--- config.mk ---
export PLATFORM = sky130hd
export DESIGN_NAME = tmt_timer
export DESIGN_NICKNAME = d
export VERILOG_FILES = /design/src/tmt_pkg.sv /design/src/tmt_edge.sv /design/src/tmt_phase.sv /design/src/tmt_timer.sv
export SDC_FILE = /design/constraint.sdc
export NUM_CORES = 1
export LEC_CHECK = 0
export BUFFER_PORTS_ARGS = -buffer_cell sky130_fd_sc_hd__buf_4
export CAP_MARGIN = 25
export CORE_UTILIZATION = 57
export DETAILED_ROUTE_END_ITERATION = 10
export PLACE_DENSITY = 0.93
export SLEW_MARGIN = 20
export SYNTH_ARGS = -nofsm -noshare
export SYNTH_HDL_FRONTEND = slang
export SYNTH_HIERARCHICAL = 1
export SYNTH_SLANG_ARGS = --single-unit
--- constraint.sdc ---
create_clock -name clock -period 3.6 [get_ports clock]
set_input_delay 0.72 -clock clock [delete_from_list [all_inputs] [get_ports clock]]
set_output_delay 0.72 -clock clock [all_outputs]
set_load 0.05 [all_outputs]
--- src/tmt_pkg.sv ---
// Constants, register map and mode type for the capture/reload timer
package tmt_pkg;

    // ****************************************
    // Register byte addresses
    // ****************************************
    localparam logic [7:0] OFS_CONTROL   = 8'hc8;
    localparam logic [7:0] OFS_COUNT_LO  = 8'hd0;
    localparam logic [7:0] OFS_COUNT_HI  = 8'hd4;
    localparam logic [7:0] OFS_CAPT_LO   = 8'hd8;
    localparam logic [7:0] OFS_CAPT_HI   = 8'hdc;
    localparam logic [7:0] OFS_MODE      = 8'he0;

    // ****************************************
    // Control and mode register fields, reset values and count limit
    // ****************************************
    localparam int BIT_OVF_FLAG  = 7;
    localparam int BIT_EXT_FLAG  = 6;
    localparam int BIT_RX_SEL    = 5;
    localparam int BIT_TX_SEL    = 4;
    localparam int BIT_EXT_EN    = 3;
    localparam int BIT_RUN       = 2;
    localparam int BIT_CTR_SEL   = 1;
    localparam int BIT_CAP_SEL   = 0;
    localparam int BIT_UPDOWN    = 0;
    localparam logic [7:0]  CONTROL_RESET = 8'h00;
    localparam logic [15:0] COUNT_RESET   = 16'h0000;
    localparam logic [15:0] COUNT_MAX     = 16'hffff;

    // ****************************************
    // Timing: oscillator periods per machine cycle and phase slots
    // ****************************************
    localparam int          OSC_PER_MACHINE = 12;
    localparam int          OSC_PER_STATE   = 2;
    localparam logic [3:0]  PHASE_LAST      = 4'(OSC_PER_MACHINE - 1);
    localparam logic [3:0]  UPDATE_SLOT     = 4'h4;
    localparam logic [3:0]  SAMPLE_SLOT     = 4'h9;

    // Operating mode, Gray coded
    typedef enum logic [1:0] {
        MODE_OFF     = 2'b00,
        MODE_RELOAD  = 2'b01,
        MODE_CAPTURE = 2'b11,
        MODE_BAUD    = 2'b10
    } tmt_mode_e;

endpackage : tmt_pkg

--- src/tmt_edge.sv ---
// Pin synchroniser with once-per-machine-cycle falling edge detection
`timescale 1ns/1ps
module tmt_edge (
    input  wire logic clock,
    input  wire logic rst_n,
    input  wire logic pin,
    input  wire logic sample_p,
    output logic      level,
    output logic      fall_p
);

    logic sync1_r;
    logic sync2_r;
    logic sample_r;

    // Two flip-flop synchroniser
    always_ff @(posedge clock or negedge rst_n) begin
        if (!rst_n) begin
            sync1_r <= 1'b0;
            sync2_r <= 1'b0;
        end else begin
            sync1_r <= pin;
            sync2_r <= sync1_r;
        end
    end

    // Keep the previous machine cycle sample
    always_ff @(posedge clock or negedge rst_n) begin
        if (!rst_n) begin
            sample_r <= 1'b0;
        end else if (sample_p) begin
            sample_r <= sync2_r;
        end
    end

    // High in one sample, low in the next
    always_comb begin
        level  = sync2_r;
        fall_p = sample_p & sample_r & ~sync2_r;
    end

endmodule : tmt_edge

--- src/tmt_phase.sv ---
// Machine cycle phase generator for the timer
`timescale 1ns/1ps
module tmt_phase
    import tmt_pkg::*;
(
    input  wire logic clock,
    input  wire logic rst_n,
    output logic      update_p,
    output logic      sample_p,
    output logic      state_p
);

    logic [3:0] phase_r;

    // Oscillator period counter within one machine cycle
    always_ff @(posedge clock or negedge rst_n) begin
        if (!rst_n) begin
            phase_r <= 4'h0;
        end else if (phase_r == PHASE_LAST) begin
            phase_r <= 4'h0;
        end else begin
            phase_r <= phase_r + 4'h1;
        end
    end

    // Phase strobes: update, sample and every state time
    always_comb begin
        update_p = (phase_r == UPDATE_SLOT);
        sample_p = (phase_r == SAMPLE_SLOT);
        state_p  = phase_r[0];
    end

endmodule : tmt_phase

--- src/tmt_timer.sv ---
// 16-bit capture/reload timer/counter with APB registers
`timescale 1ns/1ps
module tmt_timer
    import tmt_pkg::*;
(
    input  wire logic        clock,
    input  wire logic        rst_n,
    input  wire logic        psel,
    input  wire logic        penable,
    input  wire logic        pwrite,
    input  wire logic [7:0]  paddr,
    input  wire logic [31:0] pwdata,
    output logic [31:0]      prdata,
    output logic             pready,
    output logic             pslverr,
    input  wire logic        count_input_pin,
    input  wire logic        trigger_input_pin,
    input  wire logic        other_timer_ovf,
    output logic             rx_clock_pulse_r,
    output logic             tx_clock_pulse_r,
    output logic             timer_irq_r
);

    // ****************************************
    // Declarations
    // ****************************************
    logic        update_p;
    logic        sample_p;
    logic        state_p;
    logic        cnt_fall_p;
    logic        trg_fall_p;
    logic        trg_level;
    logic        cnt_pend_r;
    logic        trg_pend_r;
    logic        ovf_flag_r;
    logic        ext_flag_r;
    logic [5:0]  ctl_r;
    logic        updown_r;
    logic [15:0] count_r;
    logic [15:0] count_nxt;
    logic [15:0] capt_r;
    logic [15:0] capt_nxt;
    tmt_mode_e   mode;
    logic        run;
    logic        baud;
    logic        ud_mode;
    logic        tick;
    logic        trg;
    logic        down;
    logic        ovf_up;
    logic        unf;
    logic        acc;
    logic        wr;
    logic        hit;
    logic        wr_ctl;
    logic        wr_cnt_lo;
    logic        wr_cnt_hi;
    logic        wr_cap_lo;
    logic        wr_cap_hi;
    logic        wr_mode;
    logic [31:0] rd_data;

    // ****************************************
    // Phase and pin edge logic
    // ****************************************
    tmt_phase u_phase (
        .clock    (clock),
        .rst_n    (rst_n),
        .update_p (update_p),
        .sample_p (sample_p),
        .state_p  (state_p)
    );

    // Count pin edge detect
    tmt_edge u_cnt_edge (
        .clock    (clock),
        .rst_n    (rst_n),
        .pin      (count_input_pin),
        .sample_p (sample_p),
        .level    (),
        .fall_p   (cnt_fall_p)
    );

    // Trigger pin edge detect
    tmt_edge u_trg_edge (
        .clock    (clock),
        .rst_n    (rst_n),
        .pin      (trigger_input_pin),
        .sample_p (sample_p),
        .level    (trg_level),
        .fall_p   (trg_fall_p)
    );

    // Detected edges wait for the next update phase
    always_ff @(posedge clock or negedge rst_n) begin
        if (!rst_n) begin
            cnt_pend_r <= 1'b0;
            trg_pend_r <= 1'b0;
        end else begin
            cnt_pend_r <= cnt_fall_p | (cnt_pend_r & ~update_p);
            trg_pend_r <= trg_fall_p | (trg_pend_r & ~update_p);
        end
    end

    // ****************************************
    // Mode decode and count events
    // ****************************************
    always_comb begin
        run  = ctl_r[BIT_RUN];
        baud = ctl_r[BIT_RX_SEL] | ctl_r[BIT_TX_SEL];
        if (!run) begin
            mode = MODE_OFF;
        end else if (baud) begin
            mode = MODE_BAUD;
        end else if (ctl_r[BIT_CAP_SEL]) begin
            mode = MODE_CAPTURE;
        end else begin
            mode = MODE_RELOAD;
        end
        ud_mode = updown_r & (mode == MODE_RELOAD);
        // Clock source selection
        if (ctl_r[BIT_CTR_SEL]) begin
            tick = cnt_pend_r & update_p;
        end else if (baud) begin
            tick = state_p;
        end else begin
            tick = update_p;
        end
        tick = tick & run;
        trg  = run & ctl_r[BIT_EXT_EN] & trg_pend_r & update_p;
        down   = ud_mode & ~trg_level;
        ovf_up = tick & ~down & (count_r == COUNT_MAX);
        unf    = tick & down & (count_r == capt_r);
    end

    // Next count and capture values
    always_comb begin
        count_nxt = count_r;
        capt_nxt  = capt_r;
        if (tick) begin
            if (unf) begin
                count_nxt = COUNT_MAX;
            end else if (down) begin
                count_nxt = count_r - 16'h0001;
            end else if (ovf_up && mode != MODE_CAPTURE) begin
                count_nxt = capt_r;
            end else begin
                count_nxt = count_r + 16'h0001;
            end
        end
        if (trg && mode == MODE_CAPTURE) begin
            capt_nxt = count_r;
        end
        if (trg && mode == MODE_RELOAD && !updown_r) begin
            count_nxt = capt_r;
        end
    end

    // Count bytes; a software write wins over hardware
    always_ff @(posedge clock or negedge rst_n) begin
        if (!rst_n) begin
            count_r <= COUNT_RESET;
        end else begin
            count_r[7:0]  <= wr_cnt_lo ? pwdata[7:0] : count_nxt[7:0];
            count_r[15:8] <= wr_cnt_hi ? pwdata[7:0] : count_nxt[15:8];
        end
    end

    // Capture bytes
    always_ff @(posedge clock or negedge rst_n) begin
        if (!rst_n) begin
            capt_r <= COUNT_RESET;
        end else begin
            capt_r[7:0]  <= wr_cap_lo ? pwdata[7:0] : capt_nxt[7:0];
            capt_r[15:8] <= wr_cap_hi ? pwdata[7:0] : capt_nxt[15:8];
        end
    end

    // ****************************************
    // Control register and flags
    // ****************************************
    always_ff @(posedge clock or negedge rst_n) begin
        if (!rst_n) begin
            ctl_r    <= CONTROL_RESET[5:0];
            updown_r <= 1'b0;
        end else begin
            if (wr_ctl) begin
                ctl_r <= pwdata[5:0];
            end
            if (wr_mode) begin
                updown_r <= pwdata[BIT_UPDOWN];
            end
        end
    end

    // Overflow flag: hardware set wins over software clear
    always_ff @(posedge clock or negedge rst_n) begin
        if (!rst_n) begin
            ovf_flag_r <= CONTROL_RESET[BIT_OVF_FLAG];
        end else if ((ovf_up | unf) & ~baud) begin
            ovf_flag_r <= 1'b1;
        end else if (wr_ctl) begin
            ovf_flag_r <= pwdata[BIT_OVF_FLAG];
        end
    end

    // External flag: set by trigger, toggled in up/down mode
    always_ff @(posedge clock or negedge rst_n) begin
        if (!rst_n) begin
            ext_flag_r <= CONTROL_RESET[BIT_EXT_FLAG];
        end else if (ud_mode & (ovf_up | unf)) begin
            ext_flag_r <= ~ext_flag_r;
        end else if (trg & ~ud_mode) begin
            ext_flag_r <= 1'b1;
        end else if (wr_ctl) begin
            ext_flag_r <= pwdata[BIT_EXT_FLAG];
        end
    end

    // ****************************************
    // Serial clock routing and interrupt request
    // ****************************************
    always_ff @(posedge clock or negedge rst_n) begin
        if (!rst_n) begin
            rx_clock_pulse_r <= 1'b0;
            tx_clock_pulse_r <= 1'b0;
            timer_irq_r      <= 1'b0;
        end else begin
            rx_clock_pulse_r <= ctl_r[BIT_RX_SEL] ? (ovf_up & baud) : other_timer_ovf;
            tx_clock_pulse_r <= ctl_r[BIT_TX_SEL] ? (ovf_up & baud) : other_timer_ovf;
            timer_irq_r      <= ovf_flag_r | (ext_flag_r & ~updown_r);
        end
    end

    // ****************************************
    // APB slave
    // ****************************************
    always_comb begin
        acc       = psel & penable & pready;
        wr        = acc & pwrite;
        hit       = 1'b1;
        rd_data   = 32'h0000_0000;
        wr_ctl    = 1'b0;
        wr_cnt_lo = 1'b0;
        wr_cnt_hi = 1'b0;
        wr_cap_lo = 1'b0;
        wr_cap_hi = 1'b0;
        wr_mode   = 1'b0;
        case (paddr)
            OFS_CONTROL: begin
                rd_data[7:0] = {ovf_flag_r, ext_flag_r, ctl_r};
                wr_ctl       = wr;
            end
            OFS_COUNT_LO: begin
                rd_data[7:0] = count_r[7:0];
                wr_cnt_lo    = wr;
            end
            OFS_COUNT_HI: begin
                rd_data[7:0] = count_r[15:8];
                wr_cnt_hi    = wr;
            end
            OFS_CAPT_LO: begin
                rd_data[7:0] = capt_r[7:0];
                wr_cap_lo    = wr;
            end
            OFS_CAPT_HI: begin
                rd_data[7:0] = capt_r[15:8];
                wr_cap_hi    = wr;
            end
            OFS_MODE: begin
                rd_data[0] = updown_r;
                wr_mode    = wr;
            end
            default: begin
                hit = 1'b0;
            end
        endcase
    end

    // No wait states: ready and data are registered in the setup cycle
    always_ff @(posedge clock or negedge rst_n) begin
        if (!rst_n) begin
            pready  <= 1'b0;
            pslverr <= 1'b0;
            prdata  <= 32'h0000_0000;
        end else begin
            pready  <= psel & ~penable & ~pready;
            pslverr <= psel & ~penable & ~pready & ~hit;
            prdata  <= (psel & ~penable & ~pwrite) ? rd_data : 32'h0000_0000;
        end
    end
endmodule : tmt_timer

# == Yosys cells after proc, flatten, opt, wreduce, memory -nomap -nowiden ==
# Cells that the tools add are included.
# word_totals
regBits,66
in_bits,48
output_inout_bits,37
# op_classes
addsub,3
eq_ne,14
n_mux,33
n_bitwise,46
reduce_logical,12
# ops
op,count
2-to-1 mux 16 bit,6
equality test 8 bit (second input constant),6
2-to-1 mux 8 bit,5
case mux 7 bit (5 select lines),1
bitwise AND 1 bit,29
adder 16 x 1 -> 16 bit (second input constant),1
equality test 16 bit,1
equality test 16 bit (second input constant),1
2-to-1 mux 1 bit,16
subtractor 16 x 1 -> 16 bit (second input constant),1
NOT 1 bit,12
nonzero test 3 bit,3
equality test 4 bit (second input constant),2
2-to-1 mux 2 bit,3
case mux 1 bit (6 select lines),1
nonzero test 2 bit,3
OR reduction 6 bit,1
OR 1 bit,5
adder 4 x 1 -> 4 bit (second input constant),1
equality test 4 x 3 -> 1 bit (second input constant),1
logical AND 1 bit,4
2-to-1 mux 4 bit,1
equality test 2 x 1 -> 1 bit (second input constant),1
equality test 2 bit (second input constant),1
2 further kinds,2

# == Logic depth before layout (Yosys ltp) ==
# depth
depth_word,16
ltp_mapped,11

# == Cells and area by module ==
# Netlist, hierarchy kept.
# by_module_without_submodules
module,n_inst,cells_each,area_each_um2
tmt_timer,1,512,4305.4
tmt_phase,1,20,201.4
tmt_edge,2,5,100.1

# == Least setup slack after synthesis ==
# No wires, ideal clock.
# synth_path
path_type,reg2reg
start,reg u_phase.phase_r[0]
end,reg count_r[1]
setup_time_ps,130
arrival_time_ps,2411
required_time_ps,3470
setup_slack_ps,1060
stages_incl_launch_ff,12
path_buffers,1
synth_period_minus_slack_ps,2540
cell_sequence,dfrtp_1 -> inv_1 -> ha_1 -> nand2_1 -> nor2_1 -> or4b_1 -> o311a_1 -> nor4b_4 -> buf_6 -> o31ai_1 -> a2111oi_2 -> o21ai_1
# synth_via
elab_chain_cells,13
elab_cells_between_ends,20
classes_between,eq/ne: 1; mux: 8; bitwise: 7; reduce/logical: 4
# synth_lines
item,line,source
start: declaration,tmt_phase.sv:13,logic [3:0] phase_r;
start signal: assignment,tmt_phase.sv:22,phase_r <= phase_r + 4'h1;
equality test 4 x 3 -> 1 bit *,tmt_phase.sv:28,update_p = (phase_r == UPDATE_SLOT);
named net update_p,tmt_timer.sv:27,logic update_p;
2-to-1 mux 1 bit / bitwise AND 1 bit (equally long branches),"tmt_timer.sv:124, tmt_timer.sv:123",
2-to-1 mux 1 bit,tmt_timer.sv:122,if (ctl_r[BIT_CTR_SEL]) begin
bitwise AND 1 bit,tmt_timer.sv:129,tick = tick & run;
bitwise AND 1 bit (2 in a row),tmt_timer.sv:132,ovf_up = tick & ~down & (count_r == COUNT_MAX);
logical AND 1 bit,tmt_timer.sv:145,end else if (ovf_up && mode != MODE_CAPTURE) begin
2-to-1 mux 16 bit,tmt_timer.sv:145,
2-to-1 mux 16 bit,tmt_timer.sv:143,end else if (down) begin
2-to-1 mux 16 bit,tmt_timer.sv:141,if (unf) begin
2-to-1 mux 16 bit,tmt_timer.sv:140,if (tick) begin
2-to-1 mux 16 bit,tmt_timer.sv:154,if (trg && mode == MODE_RELOAD && !updown_r) begin
2-to-1 mux 8 bit,tmt_timer.sv:164,count_r[7:0] <= wr_cnt_lo ? pwdata[7:0] : count_nxt[7:0];
end signal: assignment,tmt_timer.sv:164,
end: declaration,tmt_timer.sv:39,logic [15:0] count_r;
# The timed path passes the listed nets; every way through them passes the cells marked *. The select of a mux whose other input is x is not followed.
# A chain may end at the register's enable or synchronous reset.

# == Worst setup path in the final report ==
# layout_path
start,reg u_phase.phase_r[0]
end,reg count_r[12]
# layout_via
elab_chain_cells,13
elab_cells_between_ends,20
classes_between,eq/ne: 1; mux: 8; bitwise: 7; reduce/logical: 4
# layout_lines
item,line,source
equality test 4 x 3 -> 1 bit *,tmt_phase.sv:28,
named net update_p,tmt_timer.sv:27,
2-to-1 mux 1 bit / bitwise AND 1 bit (equally long branches),"tmt_timer.sv:124, tmt_timer.sv:123",
2-to-1 mux 1 bit,tmt_timer.sv:122,
bitwise AND 1 bit,tmt_timer.sv:129,
bitwise AND 1 bit (2 in a row),tmt_timer.sv:132,
logical AND 1 bit,tmt_timer.sv:145,
2-to-1 mux 16 bit,tmt_timer.sv:145,
2-to-1 mux 16 bit,tmt_timer.sv:143,
2-to-1 mux 16 bit,tmt_timer.sv:141,
2-to-1 mux 16 bit,tmt_timer.sv:140,
2-to-1 mux 16 bit,tmt_timer.sv:154,
2-to-1 mux 8 bit,tmt_timer.sv:165,count_r[15:8] <= wr_cnt_hi ? pwdata[7:0] : count_nxt[15:8];
end signal: assignment,tmt_timer.sv:165,
# Marked as above.

==> impl_metrics.yaml <==
synthesis:
  synth_area_leaders: "dfrtp_1, mux2i_1, buf_4"
  yosysSeqAreaShare_pct: 35.1
  yosys.area.top_type_share_pct: 35.1
  yosys.area.top_type: "dfrtp_1"
  ys_types: 62
  synth_edf_count: 0
  synth_flop_cell: "dfrtp_1"
  ys_ff_latch: 66
  postSynthCellCount: 542
  syn_area_mm2: 0.00471
  yosys_warnings: 6
  ys_async_sr_fraction_pct: 100
  avgSynthCellArea_um2: 8.68
  yosysMostFrequentCell: "dfrtp_1"
  yosys-top-cells-count: "dfrtp_1, nor2_1, a21oi_1, nand2_1, o21ai_0"
setup_path:
  timing.rr.end: "count_r[12]$_DFFE_PN0P_"
  r2r_start: "u_phase/phase_r[0]$_DFF_PN0_"
  endpoint_kind: "flop"
  r2r_cells: 10
  r2r_setup_slack_ns: 0.51
  critical_path_peak_fanout: 13
  worstSetupPathType: "reg2reg"
  cp-start-kind: "flop"
  required_ns: 3.87
  critPathArrivalTime_ns: 3.36
layout:
  final_layout_size_suffix_gt1_share_pct: 17.4
  fin_nets: 623
  syn2layout_area_growth_pct: 12.0
  antenna_cells: 0
floorplan:
  initial_core_util_pct: 60.0
  core-area_mm2: 0.00785
  die-height_um: 92.9
  ios: 85
  die_w_um: 92.9
  rows: 32
  die_area_mm2: 0.00863
drt:
  dr.pass1.iters: 6
  drt-wirelength-per-cell_um: 20.3
  drc_errors: 0
  drtAntennaViolNets: 0
  drt_iter0_drc: 453
  routed_wl_mm: 13.7
  via_count: 4475
  vias_per_cell: 6.61
global_route:
  antenna_found_initial: 0
  grt_usage_pct: 33.6
  grt_max_degree: 67
  grt_pass1_vias: 4263
  grt_overflow: 0
  grt_pass1_wl_mm: 22.0
sta:
  setup_viol: 0
  tns_ns: 0
  fmax_ghz: 0.324
  hold_ws_ns: 0.358
  period_share_pct: 85.8
  hold_viol_final: 0
  min_period_ns: 3.09
  worst_pin_slew_ns: 0.824
  clock_skew_ns: 0.0111
  rsz0062_at_grt: "false"
  drv_slew: 0
  max_slew_margin_pct: 44.4
clock_tree:
  clkTransAtPathRegs_ns: 0.07
  cts_buffer_depth: 2
  cts_hold_buf: 0
  numCtsBuffers: 9
  cts_setup_buffers: 0
  h-tree-depth: 3
  clkLatencyLatePin_ns: 0.35
  cts_sinks: 66
  cts_root_buffer: "clkbuf_8"
  cts_tree: "built"
  ctsResizeCount: 0
outcome:
  status: "finished, final reports clean"
hold_path:
  holdPathStages: 0
  hold-path-endpoint: "u_trg_edge/level$_DFF_PN0_"
  hp-start: "u_trg_edge/sync1_r$_DFF_PN0_"
  min_path_type: "reg2reg"
placement:
  port_buffers: 36
  gp_congestion: 0.998
  dp_hpwl_mm: 9.55
power:
  leakage_nw: 2.17
  peakVddDrop_mv: 0.440
  power-per-cell-area_mw_per_mm2: 386
  power_frac_seq_pct: 39.9
  p_int_mw: 1.45
  p_switching_mw: 0.588
  power_frac_clock_pct: 42.2
  swShare_pct: 28.9
  power_frac_comb_pct: 17.8
flow_run:
  cap_violations: 0
[worst max path at each step]
stage,start,endpoint
floorplan,u_phase/phase_r[0]$_DFF_PN0_,count_r[1]$_DFFE_PN0P_
global placement,u_phase/phase_r[0]$_DFF_PN0_,count_r[1]$_DFFE_PN0P_
detailed placement,u_phase/phase_r[0]$_DFF_PN0_,count_r[12]$_DFFE_PN0P_
CTS,u_phase/phase_r[0]$_DFF_PN0_,count_r[12]$_DFFE_PN0P_
global route,u_phase/phase_r[0]$_DFF_PN0_,count_r[12]$_DFFE_PN0P_
finish,u_phase/phase_r[0]$_DFF_PN0_,count_r[12]$_DFFE_PN0P_
[metrics by stage]
step	setup slack, ns	utilization, %	cells	instance area [um2]	power [mW]
detailed placement	0.585	63.7	661	5000	1.18
CTS	0.559	67.2	677	5270	2.02
global route	0.239	67.2	677	5270	2.10
finish	0.511	67.2	677	5270	2.03
global placement	0.640	63.7	661	5000	1.16
floorplan	1.06	-	565	4790	1.09
[critical path: stages, from the launching register on]
cell and delay (ns):
dfrtp_1 0.45, inv_1 0.09, ha_1 0.15, nand2_1 0.05, nor2_1 0.19, or4b_1 0.48, o311a_1 0.21, nor4b_4 0.64
or2_2 0.40, a2111oi_0 0.18, a21oi_1 0.17
[registers in the layout, summed over array words and instances, names as in the netlist]
name                 cells
u_cnt_edge/sync1_r       1
timer_irq_r              1
ovf_flag_r               1
tx_clock_pulse_r         1
prdata                   8
trg_pend_r               1
u_cnt_edge/level         1
u_trg_edge/level         1
capt_r                  16
rx_clock_pulse_r         1
u_phase/phase_r          4
count_r                 16
pslverr                  1
ext_flag_r               1
cnt_pend_r               1
updown_r                 1
ctl_r                    6
pready                   1
u_cnt_edge/sample_r      1
u_trg_edge/sync1_r       1
u_trg_edge/sample_r      1
[logic make-up (layout without fill, tap and decap cells)]
family	count (synthesis)	after routing	share of synthesized area, %
simple gates	197	197	23.1
buf+inv	74	84	8.21
xor+xnor	33	33	6.14
other cells	1	24	0.0797
flops	66	66	35.1
compound gates	122	122	16.1
mux	44	44	9.94
fa+ha+maj	5	5	1.33
[cell type report]
class	count	area [um2]
clock buffer	10	138
clock inverter	6	138
fill	605	2580
inverter	13	48.8
multi-input combinational	425	2760
sequential	66	1650
tap	102	128
timing repair buffer	55	413
[layout by cell type (no fill, tap or decap), types with 8 or more instances in the layout]
| master | Yosys | final |
|---|---|---|
| xnor2_1 | 12 | 12 |
| or3_1 | 16 | 16 |
| dfrtp_1 | 66 | 66 |
| nor3_1 | 14 | 14 |
| inv_1 | 13 | 13 |
| nor4_1 | 15 | 15 |
| nand3_1 | 21 | 21 |
| mux2_2 | 14 | 14 |
| o21ai_0 | 29 | 29 |
| xor2_1 | 21 | 21 |
| clkbuf_8 | 0 | 10 |
| mux2i_1 | 28 | 28 |
| nand2b_1 | 8 | 8 |
| nor2_1 | 49 | 49 |
| buf_4 | 25 | 55 |
| conb_1 | 1 | 24 |
| nand2_1 | 32 | 32 |
| a21oi_1 | 35 | 35 |
| a22oi_1 | 9 | 9 |
[power groups by stage]
stage                     clock (mW)  combinational (mW)  sequential, mW
final                          0.858               0.363           0.812
after global routing           0.891               0.389           0.816
after CTS                      0.859               0.355           0.811
after detailed placement           0               0.351           0.825
after global placement             0               0.340           0.822
after floorplan                    0               0.282           0.804
[routing by layer]
| layer | global-route usage, % | wire, um | vias to the layer above |
|---|---|---|---|
| met5 | 0 | 0 | - |
| met4 | 17.8 | 644 | 0 |
| met3 | 6.32 | 1420 | 59 |
| met2 | 52.8 | 6300 | 326 |
| met1 | 43.9 | 5370 | 2122 |
| li1 | - | - | 1968 |
No activity file was read; power rests on OpenSTA's default activity.
